==> src/rtl/itfm_consts.svh <==
`ifndef ITFM_CONSTS_SVH
`define ITFM_CONSTS_SVH

`define ITFM_NTERM          7
`define ITFM_REG_REMOTE     4'h7
`define ITFM_REG_CSTOP      4'h8
`define ITFM_REG_OPMODE     4'h9
`define ITFM_REG_UGROUP     4'ha
`define ITFM_REG_STATUS     4'hb
`define ITFM_REG_FUNC_LO    4'hc
`define ITFM_REG_FUNC_HI    4'hd

`define ITFM_RST_SEL0       16'h003c
`define ITFM_RST_SEL1       16'h003d
`define ITFM_RST_SEL2       16'h0000
`define ITFM_RST_SEL3       16'h0001
`define ITFM_RST_SEL4       16'h0002
`define ITFM_RST_SEL5       16'h0018
`define ITFM_RST_SEL6       16'h003e

`define ITFM_C_LOW          16'h0000
`define ITFM_C_MID          16'h0001
`define ITFM_C_HIGH         16'h0002
`define ITFM_C_ALT          16'h0003
`define ITFM_C_CUR          16'h0004
`define ITFM_C_JOG          16'h0005
`define ITFM_C_THERM        16'h0007
`define ITFM_C_REX          16'h0008
`define ITFM_C_RUNEN        16'h000a
`define ITFM_C_ILOCK        16'h000c
`define ITFM_C_PID          16'h000e
`define ITFM_C_BRAKE        16'h000f
`define ITFM_C_X16          16'h0010
`define ITFM_C_VF           16'h0012
`define ITFM_C_SHUT         16'h0018
`define ITFM_C_HOLD         16'h0019
`define ITFM_C_FWD          16'h003c
`define ITFM_C_REV          16'h003d
`define ITFM_C_CLR          16'h003e
`define ITFM_C_X65          16'h0041
`define ITFM_C_X66          16'h0042
`define ITFM_C_X67          16'h0043
`define ITFM_C_NONE         16'h270f

`define ITFM_OPMODE_ILOCK   16'h0007
`define ITFM_CSTOP_ON       16'h0001

`define ITFM_CLK_NS         40
`define ITFM_TICK_NS        100000
`define ITFM_TICK_CYC       (`ITFM_TICK_NS / `ITFM_CLK_NS)
`define ITFM_FAST_RESP_NS   2000000
`define ITFM_SLOW_RESP_NS   20000000
`define ITFM_FAST_FILT      (`ITFM_FAST_RESP_NS / `ITFM_TICK_NS / 4)
`define ITFM_SLOW_FILT      (`ITFM_SLOW_RESP_NS / `ITFM_TICK_NS / 4)

`endif

==> src/rtl/itfm_pkg.sv <==
package itfm_pkg;

   typedef enum logic [1:0] {
      ITFM_SRC_NONE  = 2'h0,
      ITFM_SRC_JOG   = 2'h1,
      ITFM_SRC_MULTI = 2'h3,
      ITFM_SRC_PID   = 2'h2
   } itfm_speed_src_type;

   typedef enum logic [1:0] {
      ITFM_MODE_KEEP  = 2'h0,
      ITFM_MODE_EXT   = 2'h1,
      ITFM_MODE_PANEL = 2'h3,
      ITFM_MODE_NET   = 2'h2
   } itfm_mode_sel_type;

   typedef struct packed {
      logic [3:0]  addr;
      logic [15:0] wdata;
      logic        wr;
      logic        rd;
   } itfm_bus_type;

   typedef struct packed {
      logic fwd_run_command;
      logic rev_run_command;
      logic low_speed_select;
      logic mid_speed_select;
      logic high_speed_select;
      logic alt_setting_select;
      logic current_in_select;
      logic jog_select;
      logic ext_thermal_trip;
      logic fifteen_speed_extend;
      logic run_enable_permit;
      logic panel_interlock;
      logic pid_enable;
      logic brake_open_done;
      logic panel_external_switch;
      logic vf_method_switch;
      logic output_shutoff;
      logic self_hold;
      logic drive_clear_input;
      logic panel_network_switch;
      logic external_network_switch;
      logic command_source_switch;
   } itfm_func_type;

   typedef struct packed {
      logic remote_clear;
      logic remote_decel;
      logic remote_accel;
      logic contact_stop_sel0;
      logic contact_stop_sel1;
   } itfm_alt_type;

   typedef struct packed {
      logic [6:0][15:0]   sel;
      logic [15:0]        remote;
      logic [15:0]        cstop;
      logic [15:0]        opmode;
      logic [15:0]        ugroup;
      logic [15:0]        rdata;
      logic               reject_seen;
      logic               vf_active;
      itfm_func_type      func;
      itfm_alt_type       alt;
      itfm_speed_src_type speed_src;
      itfm_mode_sel_type  mode_sel;
      logic               run_permit;
      logic               panel_ilock;
      logic               output_cut;
      logic               second_set;
      logic               volt_ignore;
      logic               alt_cmd_src;
   } itfm_main_state_type;

   typedef struct packed {
      logic [6:0]      meta;
      logic [6:0]      sync;
      logic [6:0]      last;
      logic [6:0][5:0] cnt;
      logic [6:0]      fast;
      logic [6:0]      slow;
   } itfm_filt_state_type;

   typedef struct packed {
      logic [11:0] cnt;
      logic        tick;
   } itfm_tick_state_type;

endpackage

==> src/rtl/itfm_tick_div.sv <==
`timescale 1ns/100ps
`include "itfm_consts.svh"
module itfm_tick_div (
   input  wire logic i_mclk,
   input  wire logic i_rst_n,
   output logic      o_tick
);
   import itfm_pkg::*;

   itfm_tick_state_type s_ff;
   itfm_tick_state_type nxt_s;

   always_comb begin
      nxt_s = s_ff;
      nxt_s.tick = 1'b0;
      if (s_ff.cnt == 12'(`ITFM_TICK_CYC - 1)) begin
         nxt_s.cnt  = 12'h000;
         nxt_s.tick = 1'b1;
      end else begin
         nxt_s.cnt = 12'(s_ff.cnt + 12'h001);
      end
   end

   always_ff @(posedge i_mclk) begin
      if (!i_rst_n) begin
         s_ff <= '0;
      end else begin
         s_ff <= nxt_s;
      end
   end

   assign o_tick = s_ff.tick;
endmodule

==> src/rtl/itfm_term_filter.sv <==
`timescale 1ns/100ps
`include "itfm_consts.svh"
module itfm_term_filter (
   input  wire logic       i_mclk,
   input  wire logic       i_rst_n,
   input  wire logic       i_tick,
   input  wire logic [6:0] i_raw,
   output logic [6:0]      o_fast,
   output logic [6:0]      o_slow
);
   import itfm_pkg::*;

   itfm_filt_state_type s_ff;
   itfm_filt_state_type nxt_s;

   // contacts are synchronised, then must stay stable for a number of ticks
   always_comb begin
      nxt_s = s_ff;
      nxt_s.meta = i_raw;
      nxt_s.sync = s_ff.meta;
      for (int k = 0; k < `ITFM_NTERM; k++) begin
         if (s_ff.sync[k] != s_ff.last[k]) begin
            nxt_s.last[k] = s_ff.sync[k];
            nxt_s.cnt[k]  = 6'h00;
         end else if (i_tick && s_ff.cnt[k] < 6'(`ITFM_SLOW_FILT)) begin
            nxt_s.cnt[k] = 6'(s_ff.cnt[k] + 6'h01);
         end
         if (s_ff.cnt[k] >= 6'(`ITFM_FAST_FILT)) begin
            nxt_s.fast[k] = s_ff.last[k];
         end
         if (s_ff.cnt[k] >= 6'(`ITFM_SLOW_FILT)) begin
            nxt_s.slow[k] = s_ff.last[k];
         end
      end
   end

   always_ff @(posedge i_mclk) begin
      if (!i_rst_n) begin
         s_ff <= '0;
      end else begin
         s_ff <= nxt_s;
      end
   end

   assign o_fast = s_ff.fast;
   assign o_slow = s_ff.slow;
endmodule

==> src/rtl/itfm_input_map.sv <==
// The address-and-strobe port and the register addresses were chosen for this implementation.
`timescale 1ns/100ps
`include "itfm_consts.svh"
module itfm_input_map #(
   parameter bit SAFETY_STOP_MODEL = 1'b0
) (
   input  wire logic                   i_mclk,
   input  wire logic                   i_rst_n,
   input  itfm_pkg::itfm_bus_type      i_bus,
   output logic [15:0]                 o_rdata,
   input  wire logic [6:0]             i_term,
   input  wire logic                   i_motor_running,
   input  wire logic                   i_comm_operation,
   output itfm_pkg::itfm_func_type     o_func,
   output itfm_pkg::itfm_alt_type      o_alt,
   output itfm_pkg::itfm_speed_src_type o_speed_src,
   output itfm_pkg::itfm_mode_sel_type o_mode_sel,
   output logic                        o_run_permit,
   output logic                        o_panel_ilock,
   output logic                        o_output_cut,
   output logic                        o_vf_active,
   output logic                        o_second_set,
   output logic                        o_volt_in_ignore,
   output logic                        o_alt_cmd_src,
   output logic                        o_write_reject
);
   import itfm_pkg::*;

   localparam itfm_main_state_type S_RST = '{
      sel:       {`ITFM_RST_SEL6, `ITFM_RST_SEL5, `ITFM_RST_SEL4, `ITFM_RST_SEL3,
                  `ITFM_RST_SEL2, `ITFM_RST_SEL1, `ITFM_RST_SEL0},
      speed_src: ITFM_SRC_NONE,
      mode_sel:  ITFM_MODE_KEEP,
      default:   '0
   };

   itfm_main_state_type s_ff;
   itfm_main_state_type nxt_s;
   logic [6:0]          fast_v;
   logic [6:0]          slow_v;
   logic                tick;
   logic [6:0]          act_m;
   logic [6:0]          fv;
   logic [6:0]          sv;
   logic                remote_on;
   logic                cstop_on;
   logic                low_raw;
   logic                mid_raw;
   logic                high_raw;
   logic                alt_raw;
   logic                sel_wr;
   logic                sel_ok;

   // OR of every terminal whose select holds the given code
   function automatic logic func_or(input logic [6:0][15:0] sel,
                                    input logic [6:0]       v,
                                    input logic [15:0]      code);
      logic r;
      r = 1'b0;
      for (int k = 0; k < `ITFM_NTERM; k++) begin
         if (sel[k] == code) begin
            r = r | v[k];
         end
      end
      return r;
   endfunction

   function automatic logic func_asg(input logic [6:0][15:0] sel,
                                     input logic [15:0]      code);
      return func_or(sel, 7'h7f, code);
   endfunction

   function automatic logic legal_code(input logic [2:0]  idx,
                                       input logic [15:0] code);
      logic r;
      r = 1'b0;
      case (code)
         `ITFM_C_LOW, `ITFM_C_MID, `ITFM_C_HIGH, `ITFM_C_ALT, `ITFM_C_CUR,
         `ITFM_C_JOG, `ITFM_C_THERM, `ITFM_C_REX, `ITFM_C_RUNEN, `ITFM_C_ILOCK,
         `ITFM_C_PID, `ITFM_C_BRAKE, `ITFM_C_X16, `ITFM_C_VF, `ITFM_C_SHUT,
         `ITFM_C_HOLD, `ITFM_C_CLR, `ITFM_C_X65, `ITFM_C_X66, `ITFM_C_X67,
         `ITFM_C_NONE: r = 1'b1;
         `ITFM_C_FWD:  r = (idx == 3'h0);
         `ITFM_C_REV:  r = (idx == 3'h1);
         default:      r = 1'b0;
      endcase
      return r;
   endfunction

   itfm_tick_div u_tick (
      .i_mclk  (i_mclk),
      .i_rst_n (i_rst_n),
      .o_tick  (tick)
   );

   // fast copy settles well inside 2ms, slow copy well inside 20ms
   itfm_term_filter u_filt (
      .i_mclk  (i_mclk),
      .i_rst_n (i_rst_n),
      .i_tick  (tick),
      .i_raw   (i_term),
      .o_fast  (fast_v),
      .o_slow  (slow_v)
   );

   always_comb begin
      nxt_s = s_ff;
      act_m = 7'h7f;
      if (SAFETY_STOP_MODEL && !i_comm_operation) begin
         act_m[5] = 1'b0;
      end
      fv = fast_v & act_m;
      sv = slow_v & act_m;
      remote_on = (s_ff.remote != 16'h0000);
      cstop_on  = (s_ff.cstop == `ITFM_CSTOP_ON);

      // one physical signal per speed input, reused by remote and stop modes
      low_raw  = func_or(s_ff.sel, sv, `ITFM_C_LOW);
      mid_raw  = func_or(s_ff.sel, sv, `ITFM_C_MID);
      high_raw = func_or(s_ff.sel, sv, `ITFM_C_HIGH);
      alt_raw  = func_or(s_ff.sel, sv, `ITFM_C_ALT);

      nxt_s.func.low_speed_select   = low_raw & ~remote_on & ~cstop_on;
      nxt_s.func.mid_speed_select   = mid_raw & ~remote_on;
      nxt_s.func.high_speed_select  = high_raw & ~remote_on;
      nxt_s.func.alt_setting_select = alt_raw & ~cstop_on;
      nxt_s.alt.remote_clear        = low_raw & remote_on;
      nxt_s.alt.remote_decel        = mid_raw & remote_on;
      nxt_s.alt.remote_accel        = high_raw & remote_on;
      nxt_s.alt.contact_stop_sel0   = low_raw & cstop_on;
      nxt_s.alt.contact_stop_sel1   = alt_raw & cstop_on;

      nxt_s.func.current_in_select    = func_or(s_ff.sel, sv, `ITFM_C_CUR);
      nxt_s.func.jog_select           = func_or(s_ff.sel, sv, `ITFM_C_JOG);
      nxt_s.func.ext_thermal_trip     = func_or(s_ff.sel, ~slow_v & act_m,
                                                `ITFM_C_THERM);
      nxt_s.func.fifteen_speed_extend = func_or(s_ff.sel, sv, `ITFM_C_REX);
      nxt_s.func.run_enable_permit    = func_or(s_ff.sel, fv, `ITFM_C_RUNEN);
      nxt_s.func.output_shutoff       = func_or(s_ff.sel, fv, `ITFM_C_SHUT);
      nxt_s.func.panel_interlock      = func_or(s_ff.sel, sv, `ITFM_C_ILOCK);
      nxt_s.func.pid_enable           = func_or(s_ff.sel, sv, `ITFM_C_PID);
      nxt_s.func.brake_open_done      = func_or(s_ff.sel, sv, `ITFM_C_BRAKE);
      nxt_s.func.panel_external_switch = func_or(s_ff.sel, sv, `ITFM_C_X16);
      nxt_s.func.vf_method_switch     = func_or(s_ff.sel, sv, `ITFM_C_VF);
      nxt_s.func.self_hold            = func_or(s_ff.sel, sv, `ITFM_C_HOLD);
      nxt_s.func.fwd_run_command      = func_or(s_ff.sel, sv, `ITFM_C_FWD);
      nxt_s.func.rev_run_command      = func_or(s_ff.sel, sv, `ITFM_C_REV);
      nxt_s.func.drive_clear_input    = func_or(s_ff.sel, sv, `ITFM_C_CLR);
      nxt_s.func.panel_network_switch = func_or(s_ff.sel, sv, `ITFM_C_X65);
      nxt_s.func.external_network_switch = func_or(s_ff.sel, sv, `ITFM_C_X66);
      nxt_s.func.command_source_switch = func_or(s_ff.sel, sv, `ITFM_C_X67);

      if (nxt_s.func.jog_select) begin
         nxt_s.speed_src = ITFM_SRC_JOG;
      end else if (nxt_s.func.low_speed_select | nxt_s.func.mid_speed_select |
                   nxt_s.func.high_speed_select | nxt_s.func.fifteen_speed_extend) begin
         nxt_s.speed_src = ITFM_SRC_MULTI;
      end else if (nxt_s.func.pid_enable) begin
         nxt_s.speed_src = ITFM_SRC_PID;
      end else begin
         nxt_s.speed_src = ITFM_SRC_NONE;
      end

      // with no run enable input the shutoff input blocks running instead
      if (func_asg(s_ff.sel, `ITFM_C_RUNEN)) begin
         nxt_s.run_permit = nxt_s.func.run_enable_permit;
      end else begin
         nxt_s.run_permit = ~nxt_s.func.output_shutoff;
      end
      if (func_asg(s_ff.sel, `ITFM_C_ILOCK) || s_ff.opmode != `ITFM_OPMODE_ILOCK) begin
         nxt_s.panel_ilock = nxt_s.func.panel_interlock;
      end else begin
         nxt_s.panel_ilock = nxt_s.func.output_shutoff;
      end
      nxt_s.output_cut = nxt_s.func.output_shutoff;

      if (!i_motor_running) begin
         nxt_s.vf_active = nxt_s.func.vf_method_switch;
      end
      nxt_s.second_set  = nxt_s.func.alt_setting_select |
                          nxt_s.func.vf_method_switch;
      nxt_s.volt_ignore = nxt_s.func.current_in_select;
      nxt_s.alt_cmd_src = nxt_s.func.command_source_switch;

      if (func_asg(s_ff.sel, `ITFM_C_X16)) begin
         nxt_s.mode_sel = nxt_s.func.panel_external_switch ? ITFM_MODE_EXT : ITFM_MODE_PANEL;
      end else if (func_asg(s_ff.sel, `ITFM_C_X65)) begin
         nxt_s.mode_sel = nxt_s.func.panel_network_switch ? ITFM_MODE_PANEL : ITFM_MODE_NET;
      end else if (func_asg(s_ff.sel, `ITFM_C_X66)) begin
         nxt_s.mode_sel = nxt_s.func.external_network_switch ? ITFM_MODE_NET : ITFM_MODE_EXT;
      end else begin
         nxt_s.mode_sel = ITFM_MODE_KEEP;
      end

      nxt_s.rdata = 16'h0000;
      if (i_bus.rd) begin
         case (i_bus.addr)
            4'h0, 4'h1, 4'h2, 4'h3, 4'h4, 4'h5, 4'h6: begin
               nxt_s.rdata = s_ff.sel[i_bus.addr[2:0]];
            end
            `ITFM_REG_REMOTE: nxt_s.rdata = s_ff.remote;
            `ITFM_REG_CSTOP:  nxt_s.rdata = s_ff.cstop;
            `ITFM_REG_OPMODE: nxt_s.rdata = s_ff.opmode;
            `ITFM_REG_UGROUP: nxt_s.rdata = s_ff.ugroup;
            `ITFM_REG_STATUS: begin
               nxt_s.rdata = {3'h0, s_ff.alt, s_ff.mode_sel, s_ff.speed_src,
                              s_ff.output_cut, s_ff.run_permit, s_ff.reject_seen,
                              s_ff.vf_active};
            end
            `ITFM_REG_FUNC_LO: nxt_s.rdata = s_ff.func[15:0];
            `ITFM_REG_FUNC_HI: nxt_s.rdata = {10'h000, s_ff.func[21:16]};
            default:           nxt_s.rdata = 16'h0000;
         endcase
      end

      sel_wr = i_bus.wr && (i_bus.addr < 4'h7);
      sel_ok = (s_ff.ugroup == 16'h0000) &&
               legal_code(i_bus.addr[2:0], i_bus.wdata);
      if (i_bus.wr) begin
         case (i_bus.addr)
            `ITFM_REG_REMOTE: nxt_s.remote = i_bus.wdata;
            `ITFM_REG_CSTOP:  nxt_s.cstop  = i_bus.wdata;
            `ITFM_REG_OPMODE: nxt_s.opmode = i_bus.wdata;
            `ITFM_REG_UGROUP: nxt_s.ugroup = i_bus.wdata;
            `ITFM_REG_STATUS: begin
               if (i_bus.wdata[1]) begin
                  nxt_s.reject_seen = 1'b0;
               end
            end
            default: begin
               if (sel_wr && sel_ok) begin
                  nxt_s.sel[i_bus.addr[2:0]] = i_bus.wdata;
               end
            end
         endcase
      end
      // a refusal in the clearing cycle still sets the flag
      if (sel_wr && !sel_ok) begin
         nxt_s.reject_seen = 1'b1;
      end
   end

   always_ff @(posedge i_mclk) begin
      if (!i_rst_n) begin
         s_ff <= S_RST;
      end else begin
         s_ff <= nxt_s;
      end
   end

   assign o_rdata          = s_ff.rdata;
   assign o_func           = s_ff.func;
   assign o_alt            = s_ff.alt;
   assign o_speed_src      = s_ff.speed_src;
   assign o_mode_sel       = s_ff.mode_sel;
   assign o_run_permit     = s_ff.run_permit;
   assign o_panel_ilock    = s_ff.panel_ilock;
   assign o_output_cut     = s_ff.output_cut;
   assign o_vf_active      = s_ff.vf_active;
   assign o_second_set     = s_ff.second_set;
   assign o_volt_in_ignore = s_ff.volt_ignore;
   assign o_alt_cmd_src    = s_ff.alt_cmd_src;
   assign o_write_reject   = s_ff.reject_seen;

   logic fwd_else;
   logic rev_else;

   always_comb begin
      fwd_else = 1'b0;
      rev_else = 1'b0;
      for (int k = 0; k < `ITFM_NTERM; k++) begin
         if (k != 0 && s_ff.sel[k] == `ITFM_C_FWD) begin
            fwd_else = 1'b1;
         end
         if (k != 1 && s_ff.sel[k] == `ITFM_C_REV) begin
            rev_else = 1'b1;
         end
      end
   end
endmodule

==> config.mk <==
export PLATFORM = sky130hd
export DESIGN_NAME = itfm_input_map
export DESIGN_NICKNAME = d
export VERILOG_FILES = /design/src/rtl/itfm_pkg.sv /design/src/rtl/itfm_tick_div.sv /design/src/rtl/itfm_term_filter.sv /design/src/rtl/itfm_input_map.sv
export VERILOG_INCLUDE_DIRS = /design/src /design/src/rtl
export SDC_FILE = /design/constraint.sdc
export NUM_CORES = 1
export LEC_CHECK = 0
export CAP_MARGIN = 25
export CELL_PAD_IN_SITES_DETAIL_PLACEMENT = 0
export CELL_PAD_IN_SITES_GLOBAL_PLACEMENT = 1
export CORE_MARGIN = 4
export CORE_UTILIZATION = 35
export CTS_CLUSTER_SIZE = 30
export DETAILED_ROUTE_END_ITERATION = 8
export DONT_BUFFER_PORTS = 1
export GPL_TIMING_DRIVEN = 0
export PLACE_DENSITY_LB_ADDON = 0.1
export SLEW_MARGIN = 20
export SYNTH_ARGS = -nofsm -noshare
export SYNTH_HDL_FRONTEND = slang
export SYNTH_HIERARCHICAL = 1
export SYNTH_SLANG_ARGS = --single-unit
==> constraint.sdc <==
create_clock -name i_mclk -period 2.8 [get_ports i_mclk]
set_input_delay 0.42 -clock i_mclk [delete_from_list [all_inputs] [get_ports i_mclk]]
set_output_delay 0.42 -clock i_mclk [all_outputs]
set_load 0.05 [all_outputs]
After elaboration in Yosys (flattened, before gate mapping). Index checks and enable logic that the tools add are counted. W data, S select, Z words.

$add $sub $neg: 8. Order comparisons: 24. Equality and inequality tests: 193. Multiplexer cells: 215. Bitwise gates (word level): 152. Reduce and logical (&&, ||, !) cells: 48.

Operators by type and width (number): $eq A16 B4 Y1 const B (40); $eq A16 B5 Y1 const B (32); $eq A16 B3 Y1 const B (24); $eq A16 B6 Y1 const B (24); $eq A16 B7 Y1 const B (24); $eq A16 B2 Y1 const B (16); $mux W1 (201); $eq A16 B1 Y1 const B (9); $logic_not A16 Y1 (9); $or A1 B1 Y1 (136); $pmux W16 S8 (1); $bwmux W112 (1); $bmux W16 S3 (1); $demux W16 S3 (1); $add A6 B1 Y6 const B (7); $ge A6 B3 Y1 const B (7); $ge A6 B6 Y1 const B (7); $lt A6 B6 Y1 const B (7); $mux W16 (2); $eq A4 B4 Y1 const B (6); $reduce_or A21 Y1 (1); $reduce_or A2 Y1 (9); $eq A16 B14 Y1 const B (1); $eq A4 B3 Y1 const B (4); other kinds (26) (70).

Register bits after elaboration: 318. Input bits: 33. Output and inout port bits: 55. Logic and storage cells: 719.

Longest topological paths before layout. Gate-level depths: netlist of the first run.

Depth after elaboration: 21. Gate-level depth with buffers: 10. Mapped depth without buffers: 7.

Modules after synthesis. The synthesis of the first run kept the hierarchy.

By module, submodules not included: itfm_input_map (instances 1, cells an instance 1448, area each 12025.3 um2); itfm_term_filter (instances 1, cells an instance 406, area each 3732.3 um2); itfm_tick_div (instances 1, cells an instance 65, area each 624.3 um2).

Least setup slack after synthesis of the first run. Ideal clock, no wire load.

Path kind: input to register. Start: input port i_bus[2] in the netlist's numbering. End: register, netlist name s_ff[167]. Arrival time: 2.123 ns. Slack: 0.540 ns. Cell stages on the path: 10. Path buffers: 3. Path through: clkbuf_1 -> nand4_1 -> nor3_1 -> a22oi_1 -> a31oi_2 -> or4b_1 -> buf_2 -> buf_6 -> nand2_1 -> nand3_1.

RTL lines: start: declaration (RTL line itfm_input_map.sv:9) `input itfm_pkg::itfm_bus_type i_bus,`.

==> metrics.cfg, run 1 <==
[clock_tree]
root_buffer = clkbuf_16
clkTransAtPathRegs_ns = 0.06
cts_buffers = 38
clockBufferDepth = 3
cts_tree = yes
cts_max_level = 2
clkLatencyLatePin_ns = 0.57
cts_sinks = 318

[floorplanning]
start_util_pct = 35.3
core_um2 = 46500
die_height_um = 224
dieWidth_um = 224
die_area_um2 = 50300
core.rowCount = 79
num_io_pins = 88

[drt]
first_pass_iters = 6
drc = 0
drt-vias-per-instance = 5.90
drt_iter0_markers = 1799
postRouteAntennaNets = 0
wl_um = 70800
vias = 15500
wl_per_cell_um = 27.0

[timing]
slew_violations = 0
max_slew.worst_pin.slew_ns = 1.14
clock_skew_ns = 0.0269
whs_ns = 0.0540
relSlewSlack_pct = 24.1
fmax_mhz = 358
finalCritPeriodShare_pct = 99.6
rsz0062_at_grt = no
finalSetupViolCount = 0
setup_ws_ns = 0.0100
finalHoldViolCount = 0
fin_crit_ns = 2.79
setup_tns_ns = 0

[final_layout]
fillers = 4791
fin_nets = 2047
final_util_pct = 40.7
antenna_cells = 0
area_growth_pct = 15.5
seq_area_um2 = 6370
drive_above_1_share_pct = 12.7
multiInputGateArea_um2 = 9090

[placed_design]
place_ws_ns = -0.445
io_buffer_count = 0
dp_hpwl_um = 54400
gp_congestion = 0.970

[global_route]
gr-usage-all-layers_pct = 27.1
grt_pass1_vias = 14600
antenna_found_initial = 5
grt_first_pass_wirelength_um = 102000
gr-total-overflow = 0
grt_max_degree = 14

[logic_synthesis]
ys.flop_type = dfxtp_1
synth_cell_type_count = 89
synth_nets = 1981
ys_ff_latch = 318
ys_seq_area_share_pct = 38.9
postSynthAreaPerCell_um2 = 8.54
synth_area_um2 = 16400
synth_edf_count = 0
netlist_instances = 1919
yosysWarnings = 6
synth-async-reset-ratio_pct = 0

[critical_path]
cp-start-kind = flip-flop
criticalPathCategory = flip-flop to flip-flop
end_kind = flip-flop
cp_data_required_time_ns = 3.29
critPathMaxFanout = 8
worstRegToRegCells = 8
arrival_ns = 3.28
reg2reg_slack_ns = 0.01
worstReg2RegStart = s_ff[168]
r2r-end = o_run_permit

[flow_run]
maxCapViolCount = 0

[min_path]
min_path_cells = 1
worstHoldEndpoint = u_tick/o_tick
min_path_type = input port to flip-flop
min-delay-start = i_rst_n

[pwr]
power_mw = 10.5
leakagePower_nw = 7.24
power_density_nw_per_um2 = 556
ir_worst_vdd_mv = 0.628

[outcome]
outcome = finished, final reports clean

==> synth_stat cells (all sizes together), types with 7 or more instances <==
library cell  count  area, um^2
a221oi           12         105
dfxtp           318        6370
xnor2             8        70.1
a21oi           116         581
o22ai            14        87.6
or4               7        60.1
o311ai            7        61.3
and3             46         288
and2             43         269
buf              90         637
o21ba             7        70.1
or3              22         141
and4             10        87.6
a211oi           19         153
mux2             12         135
inv              32         120
or2              12        75.1
a41oi             7        68.8
nand3            64         320
a22oi            21         158
nand4            49         364
a31oi            32         206
nor4b             8        85.1
nor3             61         305
nor4             61         430
mux4             16         360
a2111oi           9        78.8
nand2           293        1100
nor3b             8        60.1
o21ai            43         215
o32ai             7        61.3
ha               29         363
a222oi           16         160
nand2b           20         125
mux2i            93         931
nor2b            14        87.6
o211ai           14         105
clkbuf           84         335
nor2            122         460
==> critical path, cell delays in order, from the launching register on <==
cell and delay, ns:
dfxtp_1 0.31, clkbuf_1 0.46, nor2_1 0.25, nand2_1 0.13, nor3_1 0.05, a31oi_1 0.23
nand4_1 0.30, nor4_1 0.79, or2_1 0.21
==> area by class of cell <==
class | instances | share of cell area (%)
well taps | 607 | 4.01
inverters | 32 | 0.635
plain buffers | 172 | 5.12
flip-flops and latches | 318 | 33.6
clock buffers | 52 | 5.78
repair buffers | 28 | 1.34
multi-input cells | 1395 | 48.0
clock inverters | 17 | 1.45
==> stage by stage <==
step	instances	instance area, um^2
6_report	2621	18900
5_1_grt	2621	18900
4_1_cts	2620	18900
3_5_place_dp	2530	17200
3_3_place_gp	2526	17100
2_1_floorplan	1919	16400
==> sequential cells by signal, indices dropped and copies added, names as in the netlist, 2 cells and up <==
signal / count
o_func: 19
o_speed_src: 2
u_filt/nxt_s: 7
u_filt/o_slow: 7
s_ff: 176
o_alt: 5
o_mode_sel: 2
o_rdata: 16
u_filt/o_fast: 7
u_filt/s_ff: 56
u_tick/s_ff: 12
==> what timing repair did <==
item,CTS,global route
setup endpoints to repair,15,7
pin swaps,0,2
hold buffers,21,0
setup buffers,0,1
gates cloned,0,0
endpoints found under the hold margin,45,0
resized for setup,16,6
==> worst max-delay path by stage <==
stage	slack [ns]	depth (start not counted)	end	start
after floorplan	0.54	10	s_ff[167]	i_bus[2]
after global placement	-0.98	5	o_alt_cmd_src	s_ff[230]
after detailed placement	-0.45	7	o_mode_sel[0]	s_ff[159]
after CTS	0.03	7	o_func[16]	u_filt/o_slow[0]
after global routing	0.002	7	o_func[13]	s_ff[176]
final	0.01	8	o_run_permit	s_ff[168]
==> report_power, final <==
group	internal (mW)	total (mW)	switching, mW
Clock	3.39	5.47	2.08
Sequential	4.56	4.58	0.0291
Combinational	0.134	0.473	0.339
==> metal layers <==
metal	track usage, %	vias to the layer above	routed length (um)
li1	-	7151	-
met2	41.9	640	31000
met5	0	-	22
met1	38.2	7540	31600
met3	4.61	138	5020
met4	10.3	4	3150
==> cells in the final DEF (no fill, tap or decap), types with 29 or more instances in the layout <==
cell / count
a21oi_1: 116
a31oi_1: 29
and2_1: 42
and3_1: 46
buf_4: 66
clkbuf_1: 82
clkbuf_16: 39
dfxtp_1: 318
ha_1: 29
inv_1: 32
mux2i_1: 93
nand2_1: 293
nand3_1: 63
nand4_1: 44
nor2_1: 121
nor3_1: 60
nor4_1: 45
o21ai_0: 43
==> logic make-up (layout without fill, tap and decap cells) <==
kind of cell | Yosys count | count (layout) | share of synthesized area, %
simple gates | 862 | 862 | 27.5
compound gates | 373 | 373 | 15.5
flops | 318 | 318 | 38.9
buf+inv | 206 | 301 | 6.67
mux | 121 | 121 | 8.71
fa+ha+maj | 29 | 29 | 2.21
xor+xnor | 10 | 10 | 0.535
(Power assumes the default switching activity.)
==> inputs of run 2 (changes only) <==
MAX_ROUTING_LAYER = met4   (was not set)
clock period = 2.38 ns   (was 2.8 ns; I/O delays follow)
==> run 2 against run 1 <==
Effect of this change:
- the run now ends with setup timing left
- register-to-register slack worse by 0.06 ns
- sequential share of layout area decreased by 0.87 points
- final cell count rose by 0.99%
- non-clock buffer count grew 31
- wire length grew 0.36%
- via count up 0.65%
- global-route usage grew 0.97 points
- largest cell class unchanged
- largest power group unchanged
==> metrics.cfg, run 2 (synthesis gave the netlist of run 1 again) <==
[pwr]
ir_worst_vdd_mv = 0.675
power_density_nw_per_um2 = 597
power_mw = 11.6
leakagePower_nw = 7.47

[outcome]
violations = setup timing
outcome = finished with violations

[final_layout]
layout_common_cells = dfxtp_1 (309), nand2_1 (291), nor2_1 (118)
drive_above_1_share_pct = 16.6
regMostFlops = s_ff
antenna_cells = 0
final_common_cell = dfxtp_1
area_growth_pct = 18.9
fin_nets = 2077
finalInstanceArea_um2 = 19500
final_util_pct = 41.9
largest_reg_flops = 176
instances_no_fill = 2647
fillers = 4810

[floorplanning]
start_util_pct = 35.3
die_height_um = 224
die_area_um2 = 50300
core_um2 = 46500
num_io_pins = 88
dieWidth_um = 224
core.rowCount = 79

[critical_path]
critPathMaxFanout = 8
worstReg2RegStart = s_ff[216]
end_kind = flip-flop
cp-startpoint = s_ff[216]
arrival_ns = 2.84
reg2reg_slack_ns = -0.05
cp_data_required_time_ns = 2.79
cp-start-kind = flip-flop
criticalPathCategory = flip-flop to flip-flop

[placed_design]
io_buffer_count = 0
placed_cell_area_um2 = 17200
gp_congestion = 1.00
place_ws_ns = -0.901
dp_cells = 2532
dp_hpwl_um = 54400

[clock_tree]
root_buffer = clkbuf_16
cts_tree = yes
cts_buffers = 37
clockBufferDepth = 3
clkTransAtPathRegs_ns = 0.06
cts_max_level = 2
clkLatencyLatePin_ns = 0.56
cts_sinks = 318

[timing]
setup_tns_ns = -0.149
setup_ws_ns = -0.0520
max_slew.worst_pin.slew_ns = 1.08
fin_crit_ns = 2.43
finalHoldViolCount = 0
finalCritPeriodShare_pct = 102
finalSetupViolCount = 5
whs_ns = 0.101
clock_skew_ns = 0.0215
slew_violations = 0
relSlewSlack_pct = 27.7
fmax_mhz = 411
rsz0062_at_grt = yes

[drt]
wl_per_cell_um = 26.8
postRouteAntennaNets = 0
drt_iter0_markers = 1679
wl_um = 71000
drc = 0
first_pass_iters = 6
vias = 15600
drt-vias-per-instance = 5.88

[min_path]
min_path_type = input port to flip-flop
min-delay-start = i_bus[3]

[global_route]
gr-usage-all-layers_pct = 28.1
grt_max_degree = 18
grt_pass1_vias = 14600
antenna_found_initial = 1
grt_first_pass_wirelength_um = 103000
gr-total-overflow = 0

[flow_run]
maxCapViolCount = 0

-- run 2: cell count changes in the layout (fill, tap and decap cells not counted), sizes merged --
cell and delta:
clkinv +4, clkbuf -6, dlygate4sd3 +1, buf +35, inv -1, bufinv -5, clkinvlp -2
-- run 2: layout make-up --
class | instances | area [um^2] | area share, %
Multi-Input combinational cell | 1395 | 9500 | 48.8
Clock inverter | 13 | 148 | 0.758
Clock buffer | 51 | 1050 | 5.38
Inverter | 32 | 120 | 0.617
Timing Repair Buffer | 68 | 574 | 2.95
Buffer | 163 | 941 | 4.83
Tap cell | 607 | 759 | 3.90
Sequential cell | 318 | 6380 | 32.8
-- run 2: final timing paths --
check	end	depth (start not counted)
hold / removal	s_ff[184]	2
setup / recovery	o_mode_sel[0]	7
hold reg to reg	u_filt/s_ff[65]	1
setup reg to reg	o_mode_sel[0]	7
-- run 2: worst max-delay path: stages (launching register included) --
cell	delay, ns
dfxtp_1	0.53
nor2b_1	0.51
nand3_1	0.22
o22ai_2	0.28
a21oi_1	0.11
o2111ai_4	0.14
a211oi_1	0.08
o31a_1	0.41
-- run 2: timing repair --
action,4_1_cts,5_1_grt
pin swaps,24,16
gates resized for setup,75,34
setup endpoints to repair,119,74
endpoints found under the hold margin,48,0
setup buffers,21,17
hold buffers,22,0
-- run 2: power breakdown --
| group | total (mW) | leakage (nW) | internal (mW) | switching (mW) |
|---|---|---|---|---|
| Combinational | 0.569 | 4.31 | 0.164 | 0.405 |
| Sequential | 5.39 | 2.57 | 5.36 | 0.0354 |
| Clock | 5.66 | 0.589 | 3.31 | 2.35 |
| Total | 11.6 | 7.47 | 8.83 | 2.79 |
-- run 2: layer usage --
layer,vias to the layer above,part of all wire [%],wire length [um],GRT usage [%]
met5,-,0,0,-
met4,0,4.0,2870,9.74
met3,122,6.2,4420,3.51
met2,599,44,31400,42.4
met1,7651,46,32400,39.1
li1,7201,-,-,-
